### src/rail_fault_params.svh
// constants for the rail fault, limit and response configuration block
`ifndef RAIL_FAULT_PARAMS_SVH
`define RAIL_FAULT_PARAMS_SVH

`define CLK_MHZ 100
`define RETRY_UNIT_MS 35
`define NUM_CH 2
`define NUM_CFG 13

// command codes
`define CMD_PAGE 8'h00
`define CMD_CLEAR_FAULTS 8'h03
`define CMD_PHASE 8'h37
`define CMD_GAIN_CAL 8'h38
`define CMD_OFFS_CAL 8'h39
`define CMD_VOV_FAULT 8'h40
`define CMD_VOV_ACT 8'h41
`define CMD_VOV_WARN 8'h42
`define CMD_VUV_WARN 8'h43
`define CMD_VUV_FAULT 8'h44
`define CMD_VUV_ACT 8'h45
`define CMD_OC_FAULT 8'h46
`define CMD_OC_WARN 8'h4a
`define CMD_UC_FAULT 8'h4b
`define CMD_OT_FAULT 8'h4f

// storage indices
`define IX_PHASE 4'h0
`define IX_GAIN_CAL 4'h1
`define IX_OFFS_CAL 4'h2
`define IX_VOV_FAULT 4'h3
`define IX_VOV_ACT 4'h4
`define IX_VOV_WARN 4'h5
`define IX_VUV_WARN 4'h6
`define IX_VUV_FAULT 4'h7
`define IX_VUV_ACT 4'h8
`define IX_OC_FAULT 4'h9
`define IX_OC_WARN 4'ha
`define IX_UC_FAULT 4'hb
`define IX_OT_FAULT 4'hc

// page values
`define PAGE_CH0 8'h00
`define PAGE_CH1 8'h01
`define PAGE_BOTH 8'hff

// reset values
`define RST_PHASE_CH0 16'h0021
`define RST_PHASE_CH1 16'h0022
`define RST_GAIN_CH0 16'hb2c3
`define RST_GAIN_CH1 16'hb2d7
`define RST_OFFS_CH0 16'hb529
`define RST_OFFS_CH1 16'hbddc
`define RST_VOV_FAULT 16'hffff
`define RST_VOV_WARN 16'hffff
`define RST_VUV_WARN 16'h0000
`define RST_VUV_FAULT 16'h0000
`define RST_ACTION 16'h0080
`define RST_OC_FAULT 16'he320
`define RST_OC_WARN 16'h0000
`define RST_UC_FAULT 16'he4e0
`define RST_OT_FAULT 16'heb98

// fixed and writable parts
`define PHASE_FIXED 16'h0020
`define PHASE_MASK 16'h000f
`define ACTION_FIXED 16'h0080
`define ACTION_MASK 16'h003f
`define RETRY_LSB 3
`define RETRY_MSB 5
`define DELAY_MSB 2
`define RETRY_ALWAYS 3'h7

// limits in amps or degrees, sixteenths of a unit
`define Q4_SHIFT 4
`define PEAK_OC_MAX_Q4 32'sh0000_0320
`define VALLEY_UC_MIN_Q4 -32'sh0000_0320
`define CUR_MAX_Q4 32'sh0000_0640
`define CUR_MIN_Q4 -32'sh0000_0640
`define OT_MAX_Q4 32'sh0000_0af0
`define OT_MIN_Q4 32'sh0000_0000

// fault bit positions
`define FB_OV 0
`define FB_UV 1
`define FB_OC 2
`define FB_UC 3
`define FB_OT 4
`define NUM_FB 5

`endif

### src/rail_fault_pkg.sv
// types for the rail fault, limit and response configuration block
package rail_fault_pkg;
  typedef enum logic [1:0] {
    RESP_RUN,
    RESP_HOLD_OFF,
    RESP_RETRY_WAIT
  } resp_state_t;
  typedef logic [15:0] cfg_word_t;
endpackage
### src/rail_fault_limit_response_config.sv
// per-channel fault limits, fault responses and phase placement of a rail
`timescale 1ns/100ps
`default_nettype none
`include "rail_fault_params.svh"

module rail_fault_limit_response_config #(
  parameter int RETRY_UNIT_CYC = `RETRY_UNIT_MS * 1000 * `CLK_MHZ
) (
  input wire logic clk_i,
  input wire logic rstn_i,
  input wire logic cmd_valid_i,
  input wire logic cmd_write_i,
  input wire logic [7:0] cmd_code_i,
  input wire logic [15:0] cmd_data_i,
  input wire logic sync_i,
  input wire logic [1:0][15:0] vout_i,
  input wire logic [1:0][15:0] cur_sample_i,
  input wire logic [1:0] cur_sample_valid_i,
  input wire logic [1:0] blank_done_i,
  input wire logic [1:0] avg_oc_fault_i,
  input wire logic [1:0] avg_uc_fault_i,
  input wire logic [1:0][15:0] temp_i,
  input wire logic [1:0][15:0] ot_warn_thr_i,
  input wire logic [1:0][7:0] other_fault_action_i,
  input wire logic [1:0] output_on_i,
  input wire logic [1:0] ramping_i,
  output logic rsp_valid_o,
  output logic [15:0] rsp_data_o,
  output logic rsp_unsup_o,
  output logic [1:0] pgood_o,
  output logic [1:0] output_off_o,
  output logic [1:0][4:0] fault_status_o,
  output logic alert_o,
  output logic [1:0][1:0] phase_pulse_o
);

  // l11 word to signed sixteenths
  function automatic logic signed [31:0] l11_q4(input logic [15:0] w);
    logic signed [31:0] m;
    logic signed [31:0] s;
    logic signed [31:0] ns;
    m = 32'(signed'(w[10:0]));
    s = 32'(signed'(w[15:11])) + `Q4_SHIFT;
    ns = -s;
    if (s >= 0) begin
      l11_q4 = m <<< s[4:0];
    end else begin
      l11_q4 = m >>> ns[4:0];
    end
  endfunction

  function automatic logic signed [31:0] clamp(
    input logic signed [31:0] v,
    input logic signed [31:0] lo,
    input logic signed [31:0] hi
  );
    clamp = (v > hi) ? hi : ((v < lo) ? lo : v);
  endfunction

  // command decode
  logic [7:0] page_ff;
  logic [3:0] cmd_ix;
  logic cmd_known;
  always_comb begin
    cmd_known = 1'b1;
    case (cmd_code_i)
      `CMD_PHASE: cmd_ix = `IX_PHASE;
      `CMD_GAIN_CAL: cmd_ix = `IX_GAIN_CAL;
      `CMD_OFFS_CAL: cmd_ix = `IX_OFFS_CAL;
      `CMD_VOV_FAULT: cmd_ix = `IX_VOV_FAULT;
      `CMD_VOV_ACT: cmd_ix = `IX_VOV_ACT;
      `CMD_VOV_WARN: cmd_ix = `IX_VOV_WARN;
      `CMD_VUV_WARN: cmd_ix = `IX_VUV_WARN;
      `CMD_VUV_FAULT: cmd_ix = `IX_VUV_FAULT;
      `CMD_VUV_ACT: cmd_ix = `IX_VUV_ACT;
      `CMD_OC_FAULT: cmd_ix = `IX_OC_FAULT;
      `CMD_OC_WARN: cmd_ix = `IX_OC_WARN;
      `CMD_UC_FAULT: cmd_ix = `IX_UC_FAULT;
      `CMD_OT_FAULT: cmd_ix = `IX_OT_FAULT;
      default: begin
        cmd_ix = `IX_PHASE;
        cmd_known = 1'b0;
      end
    endcase
  end

  wire is_page = (cmd_code_i == `CMD_PAGE);
  wire is_clear = (cmd_code_i == `CMD_CLEAR_FAULTS);
  wire cfg_wr = cmd_valid_i & cmd_write_i & cmd_known;
  wire clear_faults = cmd_valid_i & is_clear;
  wire page_ok = (cmd_data_i[7:0] == `PAGE_CH0) |
                 (cmd_data_i[7:0] == `PAGE_CH1) |
                 (cmd_data_i[7:0] == `PAGE_BOTH);
  wire page_wr = cmd_valid_i & cmd_write_i & is_page & page_ok;
  wire [1:0] ch_sel = (page_ff == `PAGE_BOTH) ? 2'b11 :
                      ((page_ff == `PAGE_CH1) ? 2'b10 : 2'b01);
  wire rd_ch = (page_ff == `PAGE_CH1);

  // reserved bits forced on phase and action word writes
  logic [15:0] wr_word;
  always_comb begin
    case (cmd_ix)
      `IX_PHASE: wr_word = `PHASE_FIXED | (cmd_data_i & `PHASE_MASK);
      `IX_VOV_ACT,
      `IX_VUV_ACT: wr_word = `ACTION_FIXED | (cmd_data_i & `ACTION_MASK);
      default: wr_word = cmd_data_i;
    endcase
  end

  always_ff @(posedge clk_i or negedge rstn_i) begin
    if (!rstn_i) begin
      page_ff <= `PAGE_CH0;
    end else if (page_wr) begin
      page_ff <= cmd_data_i[7:0];
    end
  end

  // sync pin: two flops, then edge detect on the second
  logic sync_meta_ff;
  logic sync_s_ff;
  logic sync_d_ff;
  logic [19:0] per_cnt_ff;
  logic [19:0] period_ff;
  wire sync_edge = sync_s_ff & ~sync_d_ff;
  always_ff @(posedge clk_i or negedge rstn_i) begin
    if (!rstn_i) begin
      sync_meta_ff <= 1'b0;
      sync_s_ff <= 1'b0;
      sync_d_ff <= 1'b0;
      per_cnt_ff <= 20'h0_0000;
      period_ff <= 20'h0_0000;
    end else begin
      sync_meta_ff <= sync_i;
      sync_s_ff <= sync_meta_ff;
      sync_d_ff <= sync_s_ff;
      per_cnt_ff <= sync_edge ? 20'h0_0000 : per_cnt_ff + 20'h0_0001;
      if (sync_edge) begin
        period_ff <= per_cnt_ff + 20'h0_0001;
      end
    end
  end

  logic [15:0] cfg_ff [`NUM_CH][`NUM_CFG];
  logic [1:0][4:0] stat_ff;

  genvar c;
  genvar k;
  generate
    for (c = 0; c < `NUM_CH; c++) begin : g_ch
      // configuration words
      for (k = 0; k < `NUM_CFG; k++) begin : g_cfg
        // reset word fixed per entry and channel at elaboration,
        // so the asynchronous reset branch loads a true constant
        localparam logic [15:0] RST_VAL =
          (4'(k) == `IX_PHASE) ?
            ((c == 0) ? `RST_PHASE_CH0 : `RST_PHASE_CH1) :
          (4'(k) == `IX_GAIN_CAL) ?
            ((c == 0) ? `RST_GAIN_CH0 : `RST_GAIN_CH1) :
          (4'(k) == `IX_OFFS_CAL) ?
            ((c == 0) ? `RST_OFFS_CH0 : `RST_OFFS_CH1) :
          (4'(k) == `IX_VOV_FAULT) ? `RST_VOV_FAULT :
          (4'(k) == `IX_VOV_ACT) ? `RST_ACTION :
          (4'(k) == `IX_VUV_ACT) ? `RST_ACTION :
          (4'(k) == `IX_VOV_WARN) ? `RST_VOV_WARN :
          (4'(k) == `IX_VUV_WARN) ? `RST_VUV_WARN :
          (4'(k) == `IX_VUV_FAULT) ? `RST_VUV_FAULT :
          (4'(k) == `IX_OC_FAULT) ? `RST_OC_FAULT :
          (4'(k) == `IX_OC_WARN) ? `RST_OC_WARN :
          (4'(k) == `IX_UC_FAULT) ? `RST_UC_FAULT :
          (4'(k) == `IX_OT_FAULT) ? `RST_OT_FAULT :
          16'h0000;
        // write strobe for this entry of this channel
        wire hit = cfg_wr & ch_sel[c] & (cmd_ix == 4'(k));
        always_ff @(posedge clk_i or negedge rstn_i) begin
          if (!rstn_i) begin
            cfg_ff[c][k] <= RST_VAL;
          end else if (hit) begin
            cfg_ff[c][k] <= wr_word;
          end
        end
      end

      // effective limits, fault limits clamped, overtemperature warning threshold unclamped
      wire signed [31:0] peak_lim = clamp(l11_q4(cfg_ff[c][`IX_OC_FAULT]),
        `CUR_MIN_Q4, `PEAK_OC_MAX_Q4);
      wire signed [31:0] valley_lim = clamp(l11_q4(cfg_ff[c][`IX_UC_FAULT]),
        `VALLEY_UC_MIN_Q4, `CUR_MAX_Q4);
      wire signed [31:0] ot_lim = clamp(l11_q4(cfg_ff[c][`IX_OT_FAULT]),
        `OT_MIN_Q4, `OT_MAX_Q4);
      wire signed [31:0] ot_warn = l11_q4(ot_warn_thr_i[c]);
      wire signed [31:0] sample = 32'(signed'(cur_sample_i[c]));
      wire signed [31:0] temp = 32'(signed'(temp_i[c]));

      // fault conditions
      wire qual = cur_sample_valid_i[c] & blank_done_i[c];
      wire ov_cond = vout_i[c] > cfg_ff[c][`IX_VOV_FAULT];
      wire uv_cond = (vout_i[c] < cfg_ff[c][`IX_VUV_FAULT]) &
                     output_on_i[c] & ~ramping_i[c];
      wire oc_cond = (qual & (sample > peak_lim)) |
                     avg_oc_fault_i[c];
      wire uc_cond = (qual & (sample < valley_lim)) |
                     avg_uc_fault_i[c];
      logic ot_hold_ff;
      wire ot_cond = (temp > ot_lim) | (ot_hold_ff & ~(temp < ot_warn));
      wire [4:0] cond = {ot_cond, uc_cond, oc_cond, uv_cond, ov_cond};
      logic [4:0] cond_d_ff;
      wire [4:0] rise = cond & ~cond_d_ff;

      // power good from warning window
      wire pg_nxt = output_on_i[c] &
        ~(vout_i[c] > cfg_ff[c][`IX_VOV_WARN]) &
        ~(vout_i[c] < cfg_ff[c][`IX_VUV_WARN]);

      // response selection: overvoltage first, then undervoltage
      logic [7:0] act;
      always_comb begin
        if (rise[`FB_OV]) begin
          act = cfg_ff[c][`IX_VOV_ACT][7:0];
        end else if (rise[`FB_UV]) begin
          act = cfg_ff[c][`IX_VUV_ACT][7:0];
        end else begin
          act = other_fault_action_i[c];
        end
      end
      wire trig = |rise;
      wire retry = (act[`RETRY_MSB:`RETRY_LSB] == `RETRY_ALWAYS);
      wire [31:0] delay_cyc = 32'(act[`DELAY_MSB:0] + 4'h1) *
                              32'(RETRY_UNIT_CYC);

      rail_fault_pkg::resp_state_t st_ff;
      rail_fault_pkg::resp_state_t nxt_st;
      logic [31:0] wait_ff;
      logic [31:0] nxt_wait;
      always_comb begin
        nxt_st = st_ff;
        nxt_wait = wait_ff;
        case (st_ff)
          rail_fault_pkg::RESP_RUN: begin
            if (trig && output_on_i[c]) begin
              nxt_st = retry ? rail_fault_pkg::RESP_RETRY_WAIT
                             : rail_fault_pkg::RESP_HOLD_OFF;
              nxt_wait = delay_cyc;
            end
          end
          rail_fault_pkg::RESP_RETRY_WAIT: begin
            if (!output_on_i[c]) begin
              nxt_st = rail_fault_pkg::RESP_RUN;
            end else if (trig && !retry) begin
              nxt_st = rail_fault_pkg::RESP_HOLD_OFF;
            end else if (wait_ff <= 32'h0000_0001) begin
              nxt_st = rail_fault_pkg::RESP_RUN;
            end else begin
              nxt_wait = wait_ff - 32'h0000_0001;
            end
          end
          rail_fault_pkg::RESP_HOLD_OFF: begin
            if (!output_on_i[c]) begin
              nxt_st = rail_fault_pkg::RESP_RUN;
            end
          end
          default: nxt_st = rail_fault_pkg::RESP_HOLD_OFF;
        endcase
      end

      always_ff @(posedge clk_i or negedge rstn_i) begin
        if (!rstn_i) begin
          st_ff <= rail_fault_pkg::RESP_RUN;
          wait_ff <= 32'h0000_0000;
          cond_d_ff <= 5'h00;
          ot_hold_ff <= 1'b0;
          stat_ff[c] <= 5'h00;
          pgood_o[c] <= 1'b0;
          output_off_o[c] <= 1'b0;
        end else begin
          st_ff <= nxt_st;
          wait_ff <= nxt_wait;
          cond_d_ff <= cond;
          ot_hold_ff <= ot_cond;
          // a persisting condition wins over the clear
          stat_ff[c] <= (clear_faults ? 5'h00 : stat_ff[c]) | cond;
          pgood_o[c] <= pg_nxt;
          output_off_o[c] <= (nxt_st != rail_fault_pkg::RESP_RUN);
        end
      end

      // phase pulses, second phase half a period later
      wire [3:0] pos = cfg_ff[c][`IX_PHASE][3:0];
      wire [23:0] prod = 24'(pos) * 24'(period_ff);
      wire [19:0] off0 = prod[23:4];
      wire [20:0] sum1 = 21'(off0) + 21'(period_ff[19:1]);
      wire [20:0] wrap1 = (sum1 >= 21'(period_ff)) ?
                          sum1 - 21'(period_ff) : sum1;
      wire run = (period_ff != 20'h0_0000);
      always_ff @(posedge clk_i or negedge rstn_i) begin
        if (!rstn_i) begin
          phase_pulse_o[c] <= 2'b00;
        end else begin
          phase_pulse_o[c][0] <= run & (per_cnt_ff == off0);
          phase_pulse_o[c][1] <= run & (per_cnt_ff == wrap1[19:0]);
        end
      end
    end
  endgenerate

  // read answer one cycle after the command
  wire [15:0] rd_word = is_page ? {8'h00, page_ff} : cfg_ff[rd_ch][cmd_ix];
  wire unsup = ~(cmd_known | is_page | is_clear) |
               (cmd_write_i & is_page & ~page_ok);
  always_ff @(posedge clk_i or negedge rstn_i) begin
    if (!rstn_i) begin
      rsp_valid_o <= 1'b0;
      rsp_data_o <= 16'h0000;
      rsp_unsup_o <= 1'b0;
      fault_status_o <= 10'h000;
      alert_o <= 1'b0;
    end else begin
      rsp_valid_o <= cmd_valid_i;
      rsp_data_o <= (cmd_valid_i & ~cmd_write_i & ~unsup) ? rd_word
                                                          : 16'h0000;
      rsp_unsup_o <= cmd_valid_i & unsup;
      fault_status_o <= stat_ff;
      alert_o <= |stat_ff;
    end
  end

endmodule
`default_nettype wire

### config.mk
export PLATFORM = sky130hd
export DESIGN_NAME = rail_fault_limit_response_config
export DESIGN_NICKNAME = d
export VERILOG_FILES = /design/src/rail_fault_pkg.sv /design/src/rail_fault_limit_response_config.sv
export VERILOG_INCLUDE_DIRS = /design/src /design/src/src
export SDC_FILE = /design/constraint.sdc
export NUM_CORES = 2
export LEC_CHECK = 0
export CORE_MARGIN = 3
export CORE_UTILIZATION = 60
export DETAILED_ROUTE_END_ITERATION = 8
export DONT_BUFFER_PORTS = 1
export PLACE_DENSITY = 0.8
export SYNTH_ARGS = -nofsm -noshare
export SYNTH_HDL_FRONTEND = slang
export SYNTH_SLANG_ARGS = --single-unit
### constraint.sdc
create_clock -name clk_i -period 8.63 [get_ports clk_i]
set_input_delay 1.726 -clock clk_i [delete_from_list [all_inputs] [get_ports clk_i]]
set_output_delay 1.726 -clock clk_i [all_outputs]
set_load 0.03 [all_outputs]
==> flow_summary.yaml <==
drt:
  drt_wl_total_um: 191000
  drtPass1Iterations: 9
  avgViaCountPerCell: 6.55
  drc_errors: 0
  routedWlPerCell_um: 22.0
  vias: 56800
  detail_route.iter0.violations: 6404
  ant_nets: 0
sta:
  finClkSkew_ns: 0.0511
  fin_crit_sh: 0.959
  maxSlewHeadroom: -0.572
  fin_crit_ns: 8.28
  finalMaxSlewViolations: 403
  worst_hold_slack_ns: 0.353
  worst_slack_ns: 0.353
  worstMarginPinSlew_ns: 2.36
  setup_violations: 0
  hold_viol: 0
  fmaxAchievable_mhz: 121
min_path:
  hold_class: "flop to flop"
  holdCritStartpoint: "sync_meta_ff"
worst_setup_path:
  worstSetupStartpointType: "flop"
  path_max_fanout: 6
  reg2reg_from: "cfg_ff[193]"
  end_kind: "flop"
  critical_path.max_stage_delay_ns: 0.62
  critPathKind: "flop to flop"
  crit_slowest_cell: "dfstp_2"
  crit_required_ns: 9.14
  crit_start: "cfg_ff[193]"
  ff2ff_setup_slack_ns: 0.35
  crit_arrival_ns: 8.78
  cpMostUsedCell: "a21o_1"
placement:
  hpwl_um: 141000
  portBuffers: 0
  dp_slack_ns: 0.0280
  gp_congestion: 0.991
global_routing:
  antenna_found_initial: 5
  grtUsageMet1: 0.474
  grt_usage: 0.360
  globalRouteOverflowTotal: 0
  grt.busiest_layer: "met2"
  grt_pass1_wl_um: 298000
  grt_max_degree: 593
  grtUsageMet2: 0.565
  grt_util_met3: 0.0741
  grt_pass1_vias: 53800
power_and_ir_drop:
  pwr-share-clk: 0.291
  combinationalPowerShare: 0.418
  sw_frac_of_total: 0.373
  ir_drop_mv: 0.262
  powerDensity_nw_per_um2: 169
  p_leak_nw: 27.2
  pwr-share-seq: 0.291
  p_int_mw: 6.73
  p_sw_mw: 4.01
  p_total_mw: 10.7
synth:
  yosys.cell_types.count: 97
  ys_seq_area_frac: 0.252
  synthFlopType: "dfrtp_1"
  async_flop_share: 1.00
  ys_ff_latch: 592
  syn_area_um2: 59600
  syn_avg_cell_area_um2: 7.94
  ys_warn_count: 0
  syn_inst: 7511
  synth_edf_count: 0
die:
  die_area_um2: 103000
  initial_core_util: 0.611
  design.portCount: 222
  die_width_um: 321
  core_area_um2: 97600
  rows: 114
  die_y_um: 321
outcome:
  violations: "max-slew violations"
  status: "complete, but fails checks"
cts:
  clock_path_buffers: 3
  root_buffer: "clkbuf_16"
  cts_tree: "done"
  numCtsBuffers: 69
  clk_pin_slew_ns: 0.07
  h-tree-depth: 3
  hold_buffers: 0
  clock-sinks: 592
  clk_latency_ns: 0.65
cells_and_area:
  area.growth.synth_to_final_pct: 6.64
  fin_nets: 8191
  drive_gt1_frac: 0.0970
  utilization: 0.651
run:
  maxCapViolations: 0
-- sequential cells by signal, indices dropped and copies added (netlist names), 2 cells and up --
register / count
cfg_ff: 416
per_cnt_ff: 20
pgood_o: 2
phase_pulse_o: 4
g_ch.st_ff: 4
g_ch.cond_d_ff: 10
rsp_data_o: 16
page_ff: 8
fault_status_o: 10
period_ff: 20
output_off_o: 2
g_ch.wait_ff: 64
stat_ff: 10
-- power groups by stage --
stage	Combinational [mW]	Clock [mW]	Sequential, mW
after CTS	4.40	3.14	3.12
after global routing	4.92	3.25	3.14
final	4.48	3.12	3.13
after floorplan	3.33	0	3.08
after global placement	4.28	0	3.16
after detailed placement	4.36	0	3.16
-- cell families (layout without fill, tap and decap cells) --
kind of cell,count (synthesis),after routing,synth area share
AND/OR/NAND/NOR,2664,2664,0.206
AO/OA/AOI/OAI,2122,2122,0.220
buffers and inverters,800,648,0.0507
adder cells (fa/ha/maj),673,673,0.153
flip-flops,592,592,0.252
multiplexers,376,376,0.0772
XOR/XNOR,283,283,0.0419
other,1,39,0.0000629
-- metal layers --
metal	vias to the layer above	part of all wire	routed length, um
met1	27100	0.40	76500
met4	0	0.058	11000
met2	2683	0.44	84400
li1	26500	-	-
met3	510	0.10	19200
met5	-	0	0
-- metrics by stage --
| step | area, um2 | TNS [ns] | std cells |
|---|---|---|---|
| CTS | 63300 | 0 | 8656 |
| global placement | 60900 | 0 | 8528 |
| floorplan | 59700 | 0 | 7542 |
| detailed placement | 60900 | 0 | 8528 |
| finish | 63600 | 0 | 8673 |
| global route | 63500 | -0.0961 | 8666 |
-- cell usage in the layout (no fill, tap or decap), types with 66 or more instances in the layout --
master     Yosys  routed
nand2_1     1160    1158
ha_1         583     582
nor2_1       520     517
o21ai_0      505     504
a21oi_1      454     451
dfrtp_1      439     431
inv_1        355     355
o21ai_1      273     272
xnor2_1      200     196
mux2i_1      165     165
and2_1       160     159
nand3_1      157     157
mux2_2       157     157
dfstp_2      153     153
buf_4          0     153
a21o_1       146     146
nor2b_1      128     126
nor3_1       113     112
o211ai_1     103     103
nand4_1       98      98
fa_1          90      90
a31oi_1       87      87
xor2_1        82      81
a211oi_1      82      81
a311oi_1      75      75
clkbuf_16      0      69
nand2b_1      68      68
o21a_1        66      66
-- path summary, 6_finish.rpt --
check,endpoint,depth (start not counted)
worst max-delay path,phase_pulse_o[3],33
worst min-delay path,sync_s_ff,0
worst max register to register,phase_pulse_o[3],33
worst min register to register,sync_s_ff,0
max in group asynchronous,cfg_ff[194],0
min in group asynchronous,g_ch[0].wait_ff[17],0
-- synth_stat cells, types with 66 or more instances --
cell / count / area (um2)
nand2_1: 1160 / 4350
ha_1: 583 / 7290
nor2_1: 520 / 1950
o21ai_0: 505 / 2530
a21oi_1: 454 / 2270
dfrtp_1: 439 / 11000
clkbuf_1: 396 / 1490
inv_1: 355 / 1330
o21ai_1: 273 / 1370
xnor2_1: 200 / 1750
mux2i_1: 165 / 1650
and2_1: 160 / 1000
mux2_2: 157 / 1770
nand3_1: 157 / 786
dfstp_2: 153 / 4020
a21o_1: 146 / 1100
nor2b_1: 128 / 801
nor3_1: 113 / 566
o211ai_1: 103 / 773
nand4_1: 98 / 613
fa_1: 90 / 1800
a31oi_1: 87 / 544
a211oi_1: 82 / 616
xor2_1: 82 / 718
a311oi_1: 75 / 657
nand2b_1: 68 / 425
o21a_1: 66 / 495
-- repair_timing --
action,in CTS,in global routing
pin swaps,0,14
resized for setup,1,41
endpoints found under the setup margin,1,2
buffers inserted,0,10
-- final cells by class --
cell class                 instances  area, um2
fill                            8246      34000
clock buffer                      90       1890
timing repair buffer             156       1210
multi-input combinational       6150      41900
tap                             1276       1600
antenna                            7       17.5
sequential                       592      15000
inverter                         364       1370
clock inverter                    38        531
-- critical path, delay by kind of cell (launching register included) --
kind                       cells  cell delay, ns
AOI/OAI and AO/OA             16            3.29
xor gates and xnor gates       3            0.49
adders and majority gates      5            1.85
buffers and inverters          3            0.40
DFF                            1            0.62
and+or+nand+nor                6            1.49
Power figures use the tool's default switching activity.
